===== src/common/sdcc_pkg.sv =====
// Purpose: Shared constants, bus carriers and helpers for the sinc decoder channel control block.
// Assumes: AXI4-Lite with 8-bit byte addresses and 32-bit data, one word per register.
// Notes:   The control register keeps its printed index; its byte address is four times it.
package sdcc_pkg;

   // Bus geometry and responses.
   localparam int unsigned AXI_ADDR_W = 8;
   localparam int unsigned AXI_DATA_W = 32;
   localparam logic [1:0]  RESP_OKAY   = 2'h0;
   localparam logic [1:0]  RESP_SLVERR = 2'h2;

   // Register map.
   localparam logic [5:0] CTRL_INDEX   = 6'h11;
   localparam logic [7:0] ADDR_CTRL    = {CTRL_INDEX, 2'h0};
   localparam logic [7:0] ADDR_SAMPLE4 = 8'h48;
   localparam logic [7:0] ADDR_SAMPLE5 = 8'h4C;
   localparam logic [7:0] ADDR_STATUS  = 8'h50;
   localparam logic [7:0] ADDR_MASK    = 8'h54;

   // Control register field positions and reset value.
   localparam int unsigned BIT_FLAG4   = 4;
   localparam int unsigned BIT_FLAG5   = 5;
   localparam int unsigned OSR_LSB     = 6;
   localparam int unsigned BIT_DEC0_EN = 8;
   localparam int unsigned BIT_IRQ_EN  = 14;
   localparam int unsigned BIT_ROUTE   = 15;
   localparam logic [15:0] CTRL_RESET  = 16'h0000;

   // Interrupt status and mask layout.
   localparam int unsigned IRQ_W       = 3;
   localparam int unsigned IRQ_CH4     = 0;
   localparam int unsigned IRQ_CH5     = 1;
   localparam int unsigned IRQ_SLIP    = 2;
   localparam logic [2:0]  IRQ_RESET   = 3'h0;

   // Filter widths: 256 cubed needs 25 bits of unsigned headroom.
   localparam int unsigned FILT_W   = 25;
   localparam int unsigned SAMPLE_W = 16;

   // Master side of the register bus.
   typedef struct packed {
      logic                  awvalid;
      logic [AXI_ADDR_W-1:0] awaddr;
      logic [2:0]            awprot;
      logic                  wvalid;
      logic [AXI_DATA_W-1:0] wdata;
      logic [3:0]            wstrb;
      logic                  bready;
      logic                  arvalid;
      logic [AXI_ADDR_W-1:0] araddr;
      logic [2:0]            arprot;
      logic                  rready;
   } sdcc_axil_req_t;

   // Answers of the slave.
   typedef struct packed {
      logic                  awready;
      logic                  wready;
      logic                  bvalid;
      logic [1:0]            bresp;
      logic                  arready;
      logic                  rvalid;
      logic [AXI_DATA_W-1:0] rdata;
      logic [1:0]            rresp;
   } sdcc_axil_rsp_t;

   // Last pair index of one decimation period for a ratio code.
   function automatic logic [7:0] osr_last(input logic [1:0] code);
      unique case (code)
         2'h0: osr_last = 8'h1F;
         2'h1: osr_last = 8'h3F;
         2'h2: osr_last = 8'h7F;
         2'h3: osr_last = 8'hFF;
      endcase
   endfunction : osr_last

   // Scales the cubic sum so that full scale sits in the top of 16 bits.
   function automatic logic [SAMPLE_W-1:0] osr_scale(input logic [FILT_W-1:0] acc,
                                                     input logic [1:0]        code);
      unique case (code)
         2'h0: osr_scale = acc[15:0];
         2'h1: osr_scale = acc[18:3];
         2'h2: osr_scale = acc[21:6];
         2'h3: osr_scale = acc[24:9];
      endcase
   endfunction : osr_scale

endpackage : sdcc_pkg


===== src/logic/sdcc_sinc3.sv =====
// Purpose: Cubic sinc decimator for one bitstream channel.
// Assumes: decim pulses one cycle after the last input bit of a period.
// Notes:   Integrators wrap on purpose; the comb stages undo the wrap exactly.
`timescale 1ns/10ps
module sdcc_sinc3 (
   // Clock and reset.
   input  wire logic                           aclk,
   input  wire logic                           aresetn,
   // Control.
   input  wire logic                           enable,
   input  wire logic [1:0]                     osr_code,
   // Bitstream in.
   input  wire logic                           in_valid,
   input  wire logic                           in_bit,
   input  wire logic                           decim,
   // Samples out.
   output logic                                out_valid,
   output logic [sdcc_pkg::SAMPLE_W-1:0]       out_sample
);
   typedef struct packed {
      logic [sdcc_pkg::FILT_W-1:0] i1;
      logic [sdcc_pkg::FILT_W-1:0] i2;
      logic [sdcc_pkg::FILT_W-1:0] i3;
      logic [sdcc_pkg::FILT_W-1:0] d1;
      logic [sdcc_pkg::FILT_W-1:0] d2;
      logic [sdcc_pkg::FILT_W-1:0] d3;
      logic                        valid;
      logic [sdcc_pkg::SAMPLE_W-1:0] sample;
   } sdcc_sinc_state_t;

   sdcc_sinc_state_t s;
   sdcc_sinc_state_t next_s;
   logic [sdcc_pkg::FILT_W-1:0] c1;
   logic [sdcc_pkg::FILT_W-1:0] c2;
   logic [sdcc_pkg::FILT_W-1:0] c3;

   // Integrate each bit, comb once per period; disable clears all.
   always_comb begin
      next_s       = s;
      next_s.valid = 1'b0;
      c1 = s.i3 - s.d1;
      c2 = c1 - s.d2;
      c3 = c2 - s.d3;
      if (in_valid) begin
         next_s.i1 = s.i1 + {{(sdcc_pkg::FILT_W-1){1'b0}}, in_bit};
         next_s.i2 = s.i2 + s.i1;
         next_s.i3 = s.i3 + s.i2;
      end
      if (decim) begin
         next_s.d1     = s.i3;
         next_s.d2     = c1;
         next_s.d3     = c2;
         next_s.valid  = 1'b1;
         next_s.sample = sdcc_pkg::osr_scale(c3, osr_code);
      end
      if (!enable) begin
         next_s = '0;
      end
   end

   // State register.
   always_ff @(posedge aclk) begin
      if (!aresetn) begin
         s <= '0;
      end else begin
         s <= next_s;
      end
   end

   assign out_valid  = s.valid;
   assign out_sample = s.sample;

endmodule : sdcc_sinc3


===== src/logic/sdcc_channel_ctrl.sv =====
// Purpose: Decoder 0 control, shared ratio select and channel 4/5 buffer-full flags.
// Assumes: awprot[0]/arprot[0] high marks the supervisory core, low the processing core.
// Notes:   Modulator pins are asynchronous and pass a three-stage synchroniser.
//
// The register offsets and the AXI4-Lite interface to the registers were left to the implementer.
`timescale 1ns/10ps

// What this block does
// - New channel-5 sample sets its buffer-full flag.
// - Flag, pair enable and masks raise interrupt.
// - Reading channel-5 sample clears its flag.
// - Two-bit code picks ratio 32 to 256.
// - Ratio writable only with all decoders off.
// - Decoder-0 enable bit switches decoder and filters.
// - Pin select bit picks single-ended or differential.
// - Only supervisory core writes decoder-0 enable.
// - Channel 4 and 5 flags set together.
// - Every reset clears the whole control register.
// - Core-select bit routes interrupts and clear rights.
module sdcc_channel_ctrl #(
   parameter int unsigned HALF_DIV = 5
) (
   // Clock and reset.
   input  wire logic                    aclk,
   input  wire logic                    aresetn,
   // Register bus.
   input  wire sdcc_pkg::sdcc_axil_req_t axi_req,
   output sdcc_pkg::sdcc_axil_rsp_t      axi_rsp,
   // Modulator bitstream pins.
   input  wire logic                    mod_line_p,
   input  wire logic                    mod_line_n,
   // Port and system status on the same clock.
   input  wire logic                    pin_output_select_bit,
   input  wire logic                    other_decoders_active,
   // Interrupts, one per core.
   output logic                         irq_supervisory,
   output logic                         irq_processing,
   // Front-end control.
   output logic                         decoder0_filters_on,
   output logic                         input_diff_mode
);
   localparam logic [7:0] DIV_LAST = 8'(HALF_DIV - 1);

   // Refuse dividers that the 8-bit counter cannot hold.
   initial begin
      if (HALF_DIV < 2 || HALF_DIV > 256) begin
         $error("sdcc_channel_ctrl: HALF_DIV must lie in 2..256");
      end
   end

   typedef struct packed {
      sdcc_pkg::sdcc_axil_rsp_t rsp;
      logic                  aw_held;
      logic [7:0]            aw_addr;
      logic                  aw_sup;
      logic                  w_held;
      logic [31:0]           wdata;
      logic [3:0]            wstrb;
      logic                  flag4;
      logic                  flag5;
      logic [1:0]            oversample_ratio_select;
      logic                  decoder0_enable;
      logic                  chan_pair_b_irq_enable;
      logic                  irq_core_route_select;
      logic [15:0]           sample4;
      logic [15:0]           sample5;
      logic [2:0]            status;
      logic [2:0]            mask;
      logic [2:0]            p_sync;
      logic [2:0]            n_sync;
      logic                  p_stable;
      logic                  n_stable;
      logic [7:0]            div_cnt;
      logic                  half_tick;
      logic                  have_first;
      logic                  first_half;
      logic                  pair_sel;
      logic                  bit_even;
      logic                  pair_valid;
      logic                  pair_bit_even;
      logic                  pair_bit_odd;
      logic [7:0]            pair_cnt;
      logic                  decim;
      logic                  irq_sup;
      logic                  irq_proc;
      logic                  filt_on;
      logic                  diff_mode;
   } sdcc_state_t;

   sdcc_state_t s;
   sdcc_state_t next_s;

   logic        f4_valid;
   logic [15:0] f4_sample;
   logic        f5_valid;
   logic [15:0] f5_sample;

   // Readable control image; unlisted bits read zero.
   function automatic logic [15:0] ctrl_image(input sdcc_state_t st);
      logic [15:0] v;
      v                         = sdcc_pkg::CTRL_RESET;
      v[sdcc_pkg::BIT_FLAG4]    = st.flag4;
      v[sdcc_pkg::BIT_FLAG5]    = st.flag5;
      v[sdcc_pkg::OSR_LSB +: 2] = st.oversample_ratio_select;
      v[sdcc_pkg::BIT_DEC0_EN]  = st.decoder0_enable;
      v[sdcc_pkg::BIT_IRQ_EN]   = st.chan_pair_b_irq_enable;
      v[sdcc_pkg::BIT_ROUTE]    = st.irq_core_route_select;
      return v;
   endfunction : ctrl_image

   // True when the accessing core owns the flags.
   function automatic logic may_clear(input logic is_sup, input logic route);
      return is_sup ? !route : route;
   endfunction : may_clear

   // Both channel filters share one decimation strobe, so their outputs align.
   sdcc_sinc3 u_filt4 (
      .aclk       (aclk),
      .aresetn    (aresetn),
      .enable     (s.decoder0_enable),
      .osr_code   (s.oversample_ratio_select),
      .in_valid   (s.pair_valid),
      .in_bit     (s.pair_bit_even),
      .decim      (s.decim),
      .out_valid  (f4_valid),
      .out_sample (f4_sample)
   );

   sdcc_sinc3 u_filt5 (
      .aclk       (aclk),
      .aresetn    (aresetn),
      .enable     (s.decoder0_enable),
      .osr_code   (s.oversample_ratio_select),
      .in_valid   (s.pair_valid),
      .in_bit     (s.pair_bit_odd),
      .decim      (s.decim),
      .out_valid  (f5_valid),
      .out_sample (f5_sample)
   );

   // Bus first, then hardware events, so a set beats a same-cycle clear.
   always_comb begin
      logic        line;
      logic        decoded;
      logic        is_sup;
      logic [15:0] img;
      line    = 1'b0;
      decoded = 1'b0;
      is_sup  = 1'b0;
      img     = ctrl_image(s);
      next_s  = s;
      next_s.pair_valid = 1'b0;
      next_s.decim      = 1'b0;
      next_s.half_tick  = 1'b0;

      // Address and data are taken in either order.
      if (s.rsp.awready && axi_req.awvalid) begin
         next_s.aw_held = 1'b1;
         next_s.aw_addr = axi_req.awaddr;
         next_s.aw_sup  = axi_req.awprot[0];
      end
      if (s.rsp.wready && axi_req.wvalid) begin
         next_s.w_held = 1'b1;
         next_s.wdata  = axi_req.wdata;
         next_s.wstrb  = axi_req.wstrb;
      end
      if (s.rsp.bvalid && axi_req.bready) begin
         next_s.rsp.bvalid = 1'b0;
      end
      if (s.aw_held && s.w_held && !s.rsp.bvalid) begin
         next_s.aw_held    = 1'b0;
         next_s.w_held     = 1'b0;
         next_s.rsp.bvalid = 1'b1;
         next_s.rsp.bresp  = sdcc_pkg::RESP_OKAY;
         unique case (s.aw_addr)
            sdcc_pkg::ADDR_CTRL: begin
               if (s.aw_sup) begin
                  if (s.wstrb[0] && !s.decoder0_enable && !other_decoders_active) begin
                     next_s.oversample_ratio_select = s.wdata[sdcc_pkg::OSR_LSB +: 2];
                  end
                  if (s.wstrb[1]) begin
                     next_s.decoder0_enable        = s.wdata[sdcc_pkg::BIT_DEC0_EN];
                     next_s.chan_pair_b_irq_enable = s.wdata[sdcc_pkg::BIT_IRQ_EN];
                     next_s.irq_core_route_select  = s.wdata[sdcc_pkg::BIT_ROUTE];
                  end
               end
            end
            sdcc_pkg::ADDR_SAMPLE4, sdcc_pkg::ADDR_SAMPLE5: begin
            end
            sdcc_pkg::ADDR_STATUS: begin
               if (s.wstrb[0] && may_clear(s.aw_sup, s.irq_core_route_select)) begin
                  next_s.status = s.status & ~s.wdata[sdcc_pkg::IRQ_W-1:0];
               end
            end
            sdcc_pkg::ADDR_MASK: begin
               if (s.wstrb[0]) begin
                  next_s.mask = s.wdata[sdcc_pkg::IRQ_W-1:0];
               end
            end
            default: begin
               next_s.rsp.bresp = sdcc_pkg::RESP_SLVERR;
            end
         endcase
      end
      next_s.rsp.awready = !next_s.aw_held;
      next_s.rsp.wready  = !next_s.w_held;

      // Reads answer a cycle after the take; sample reads clear flags.
      if (s.rsp.rvalid && axi_req.rready) begin
         next_s.rsp.rvalid = 1'b0;
      end
      if (s.rsp.arready && axi_req.arvalid) begin
         is_sup            = axi_req.arprot[0];
         next_s.rsp.rvalid = 1'b1;
         next_s.rsp.rresp  = sdcc_pkg::RESP_OKAY;
         next_s.rsp.rdata  = 32'h0000_0000;
         unique case (axi_req.araddr)
            sdcc_pkg::ADDR_CTRL: begin
               next_s.rsp.rdata[15:0] = img;
            end
            sdcc_pkg::ADDR_SAMPLE4: begin
               next_s.rsp.rdata[15:0] = s.sample4;
               if (may_clear(is_sup, s.irq_core_route_select)) begin
                  next_s.flag4 = 1'b0;
               end
            end
            sdcc_pkg::ADDR_SAMPLE5: begin
               next_s.rsp.rdata[15:0] = s.sample5;
               if (may_clear(is_sup, s.irq_core_route_select)) begin
                  next_s.flag5 = 1'b0;
               end
            end
            sdcc_pkg::ADDR_STATUS: begin
               next_s.rsp.rdata[sdcc_pkg::IRQ_W-1:0] = s.status;
            end
            sdcc_pkg::ADDR_MASK: begin
               next_s.rsp.rdata[sdcc_pkg::IRQ_W-1:0] = s.mask;
            end
            default: begin
               next_s.rsp.rresp = sdcc_pkg::RESP_SLVERR;
            end
         endcase
      end
      next_s.rsp.arready = !next_s.rsp.rvalid;

      // Three-stage synchroniser; only agreeing later stages move the stable level.
      next_s.p_sync = {s.p_sync[1:0], mod_line_p};
      next_s.n_sync = {s.n_sync[1:0], mod_line_n};
      if (s.p_sync[1] == s.p_sync[2]) begin
         next_s.p_stable = s.p_sync[2];
      end
      if (s.n_sync[1] == s.n_sync[2]) begin
         next_s.n_stable = s.n_sync[2];
      end

      // Differential mode wants the positive line above the negative one.
      line = s.diff_mode ? (s.p_stable & ~s.n_stable) : s.p_stable;

      // Half-bit divider and Manchester pairing; a missing mid-bit edge slips one half.
      if (s.div_cnt == DIV_LAST) begin
         next_s.div_cnt   = 8'h00;
         next_s.half_tick = 1'b1;
      end else begin
         next_s.div_cnt = s.div_cnt + 8'h01;
      end
      if (s.half_tick) begin
         if (!s.have_first) begin
            next_s.have_first = 1'b1;
            next_s.first_half = line;
         end else if (line != s.first_half) begin
            decoded           = s.first_half;
            next_s.have_first = 1'b0;
            if (!s.pair_sel) begin
               next_s.bit_even = decoded;
               next_s.pair_sel = 1'b1;
            end else begin
               next_s.pair_sel      = 1'b0;
               next_s.pair_valid    = 1'b1;
               next_s.pair_bit_even = s.bit_even;
               next_s.pair_bit_odd  = decoded;
            end
         end else begin
            next_s.first_half = line;
            next_s.status[sdcc_pkg::IRQ_SLIP] = 1'b1;
         end
      end

      // The shared ratio sets how many bit pairs make one output sample.
      if (s.pair_valid) begin
         if (s.pair_cnt == sdcc_pkg::osr_last(s.oversample_ratio_select)) begin
            next_s.pair_cnt = 8'h00;
            next_s.decim    = 1'b1;
         end else begin
            next_s.pair_cnt = s.pair_cnt + 8'h01;
         end
      end

      // A disabled decoder idles so a restart begins clean.
      if (!s.decoder0_enable) begin
         next_s.div_cnt    = 8'h00;
         next_s.half_tick  = 1'b0;
         next_s.have_first = 1'b0;
         next_s.pair_sel   = 1'b0;
         next_s.pair_valid = 1'b0;
         next_s.pair_cnt   = 8'h00;
         next_s.decim      = 1'b0;
      end

      // Both filters deliver in one cycle, so both flags rise together.
      if (f4_valid) begin
         next_s.flag4                     = 1'b1;
         next_s.sample4                   = f4_sample;
         next_s.status[sdcc_pkg::IRQ_CH4] = 1'b1;
      end
      if (f5_valid) begin
         next_s.flag5                     = 1'b1;
         next_s.sample5                   = f5_sample;
         next_s.status[sdcc_pkg::IRQ_CH5] = 1'b1;
      end

      // Only the owning core is interrupted, one cycle after status.
      next_s.irq_sup  = s.chan_pair_b_irq_enable && |(s.status & s.mask)
                        && !s.irq_core_route_select;
      next_s.irq_proc = s.chan_pair_b_irq_enable && |(s.status & s.mask)
                        && s.irq_core_route_select;
      next_s.filt_on   = s.decoder0_enable;
      next_s.diff_mode = s.decoder0_enable && pin_output_select_bit;
   end

   // State register; every reset clears all of it, the control register included.
   always_ff @(posedge aclk) begin
      if (!aresetn) begin
         s <= '0;
      end else begin
         s <= next_s;
      end
   end

   // Outputs come straight from state flip-flops.
   assign axi_rsp             = s.rsp;
   assign irq_supervisory     = s.irq_sup;
   assign irq_processing      = s.irq_proc;
   assign decoder0_filters_on = s.filt_on;
   assign input_diff_mode     = s.diff_mode;

endmodule : sdcc_channel_ctrl


===== config.mk =====
export PLATFORM = sky130hd
export DESIGN_NAME = sdcc_channel_ctrl
export DESIGN_NICKNAME = d
export VERILOG_FILES = /design/src/common/sdcc_pkg.sv /design/src/logic/sdcc_sinc3.sv /design/src/logic/sdcc_channel_ctrl.sv
export SDC_FILE = /design/constraint.sdc
export NUM_CORES = 1
export LEC_CHECK = 0
export BUFFER_PORTS_ARGS = -buffer_cell sky130_fd_sc_hd__buf_4
export CORE_ASPECT_RATIO = 1.75
export CORE_MARGIN = 4
export CORE_UTILIZATION = 40
export CTS_BUF_LIST = sky130_fd_sc_hd__clkbuf_8
export DETAILED_ROUTE_END_ITERATION = 12
export GPL_TIMING_DRIVEN = 0
export SLEW_MARGIN = 20
export SYNTH_ARGS = -nofsm -noshare
export SYNTH_HDL_FRONTEND = slang
export SYNTH_SLANG_ARGS = --single-unit

===== constraint.sdc =====
create_clock -name aclk -period 12.5 [get_ports aclk]
set_input_delay 1.875 -clock aclk [delete_from_list [all_inputs] [get_ports aclk]]
set_output_delay 1.875 -clock aclk [all_outputs]
set_load 0.01 [all_outputs]

==> results.cfg <==
[power_and_ir_drop]
sw_frac_of_total_pct = 22.9
power_frac_comb_pct = 1.7
intPower_w = 0.00220
vdd_drop_max_uv = 65.2
power.total_w = 0.00286
p_switching_w = 0.000653
p_per_area_nw_per_um2 = 88.1
pwr-share-seq_pct = 51.5
clkPwrFrac_pct = 46.8
p_leak_nw = 12.7

[synthesis]
ys_async_sr_fraction_pct = 0
syn_avg_cell_area_um2 = 8.45
synth_area_leaders = dfxtp_1 (31%), ha_1 (11%), mux2i_1 (9.6%)
ys_seq_area_share_pct = 31.5
synth_flop_cell = dfxtp_1
ys_warn_count = 0
yosysTopAreaCellShare_pct = 31.5
ys_types = 84
ys_ff_latch = 459
synth-edff-count = 0
synthCells = 3456
yosysTopAreaCell = dfxtp_1
synth_common_cells = dfxtp_1 (459), nor2_1 (449), mux2i_1 (281)
yosysMostFrequentCell = dfxtp_1
netlist_area_um2 = 29200

[timing]
min_period_ps = 6390
slew_viol_final = 0
finalSetupViolCount = 0
rsz0062_at_grt = no
fin_worst_skew_ps = 20.5
min_period_over_period_pct = 51.2
fin_setup_tns_ps = 0
finalHoldViolCount = 0
whs_ps = 438
clock.fmax_mhz = 156
tightest_slew_ps = 1080
slew_headroom_pct = 28.3

[layout]
seq_area_um2 = 9190
nNetsFinal = 3938
num-fill-cells = 7143
area_delta_synth_final_pct = 11.0
final_layout_size_suffix_gt1_share_pct = 7.12
multi_input_area_um2 = 18500

[worst_hold_path]
min_path_type = reg2reg
min-delay-start = next_s[35]$_SDFF_PN0_

[setup_path]
max_stage_delay_ps = 420
critPathMostFrequentCell = xnor2_1
startpoint_type = flip-flop
cp_slowest_cell = o41a_1
cp.buffers_inverters = 1
path_delay_family = compound AO/OA/AOI/OAI gates
crit_path_start = u_filt5.s[92]$_SDFFE_PN0P_
r2r-start = u_filt5.s[92]$_SDFFE_PN0P_
path_class = reg2reg
critPathMaxFanout = 5
critPathArrivalTime_ps = 6900
required_ps = 13000
crit_path_end_kind = flip-flop

[floorplan]
die_h_um = 365
rows = 130
start_util_pct = 40.5
io_pins = 114
die-area_um2 = 77600
core_region_area_um2 = 72100
dieWidth_um = 212

[global_routing]
antenna_found_initial = 2
overflow = 0
grt_pass1_wl_mm = 128
grt_usage_pct = 20.6
grt_max_degree = 11
grt_pass1_vias = 24600

[cts]
cts-resized-gates = 0
ctsHoldBuffers = 0
ctsHtreeMaxLevel = 3
clk_latency_ps = 660
path_clk_slew_ps = 70
clock-sinks = 459
tritoncts = yes
numCtsBuffers = 72
cts_buffer_depth = 3
postCtsSetupBuffers = 0
cts_root_buffer = clkbuf_8

[run]
drv_cap = 0

[run_status]
status = finished, final reports clean

[drt]
detail_route.iter0.violations = 1000
vias = 24500
remaining_drc_errors = 0
drt_wl_total_mm = 81.3
ant_nets = 0
viasPerCell = 5.32
firstDrtPassIters = 5
wl_per_cell_um = 17.7

[placement]
place_congestion = 0.986
io_buffer_count = 65
dpl.hpwl_mm = 65.0
## kinds of logic (layout without fill, tap and decap cells)
kind of cell,count (synthesis),after routing,share of synthesized area [%]
simple gates,1062,1062,17.0
buf+inv,375,570,5.35
other cells,1,19,0.0128
fa+ha+maj,257,257,11.3
mux,295,295,10.2
compound gates,738,738,16.6
flops,459,459,31.5
xor+xnor,269,269,8.09
## path summary, 6_finish.rpt
path	end	slack, ps	cells past startpoint
setup / recovery	u_filt5.out_sample[15]$_SDFFE_PN0P_	6110	29
hold / removal	next_s[36]$_SDFF_PN0_	440	1
setup reg to reg	u_filt5.out_sample[15]$_SDFFE_PN0P_	6110	29
hold reg to reg	next_s[36]$_SDFF_PN0_	440	1
## worst reg2reg max path: cells and delay by family, from the launching register on
family | cells | cell delay [ps]
flip-flops | 1 | 380
AO/OA/AOI/OAI | 14 | 2690
adder cells (fa/ha/maj) | 4 | 1280
buffers and inverters | 1 | 60
XOR/XNOR | 4 | 810
AND/OR/NAND/NOR | 6 | 1030
## sequential cells by signal (all words and copies together), names as in the netlist
register,cells
decoder0_filters_on,1
u_filt4.out_valid,1
s,94
u_filt5.s,150
next_s,5
axi_rsp,23
u_filt4.s,150
input_diff_mode,1
u_filt4.out_sample,16
u_filt5.out_sample,16
irq_processing,1
irq_supervisory,1
## cell type report
type	count	area share (%)
antenna	1	0.00772
tap	924	3.56
clock buffer	100	4.24
sequential	459	28.3
inverter	217	2.51
multi-input combinational	2639	57.1
clock inverter	30	0.409
timing repair buffer	65	1.50
buffer	158	2.31
## layer usage
layer,routed length (um),global-route usage [%],vias to the layer above
met2,44600,41.6,555
li1,-,-,12300
met1,28200,18.6,11300
met4,5620,12.9,2
met3,2820,2.81,277
met5,13,0,-
## metrics by stage
step | util, % | setup slack (ps) | std cells | cell area (um2)
CTS | 45.0 | 6030 | 4592 | 32400
floorplan | - | 6980 | 3473 | 29300
detailed placement | 42.9 | 6040 | 4462 | 30900
global placement | 42.9 | 6130 | 4462 | 30900
finish | 45.0 | 6110 | 4593 | 32400
global route | 45.0 | 5400 | 4593 | 32400
## cells in the final DEF (no fill, tap or decap), drive strengths merged, types with 112 or more instances in the layout
master	instances
ha	247
mux2i	281
buf	143
nand2	204
o21ai	140
a21oi	187
clkbuf	180
dfxtp	459
inv	233
xor2	112
xnor2	157
nor2	449
## power by group through the flow
stage                     Combinational [W]  Sequential [W]  Clock [W]
after CTS                         0.0000491         0.00147    0.00138
after floorplan                   0.0000294         0.00150          0
after global placement            0.0000489         0.00150          0
after detailed placement          0.0000490         0.00150          0
final                             0.0000487         0.00147    0.00134
after global routing              0.0000532         0.00147    0.00143
Power figures use the tool's default switching activity.
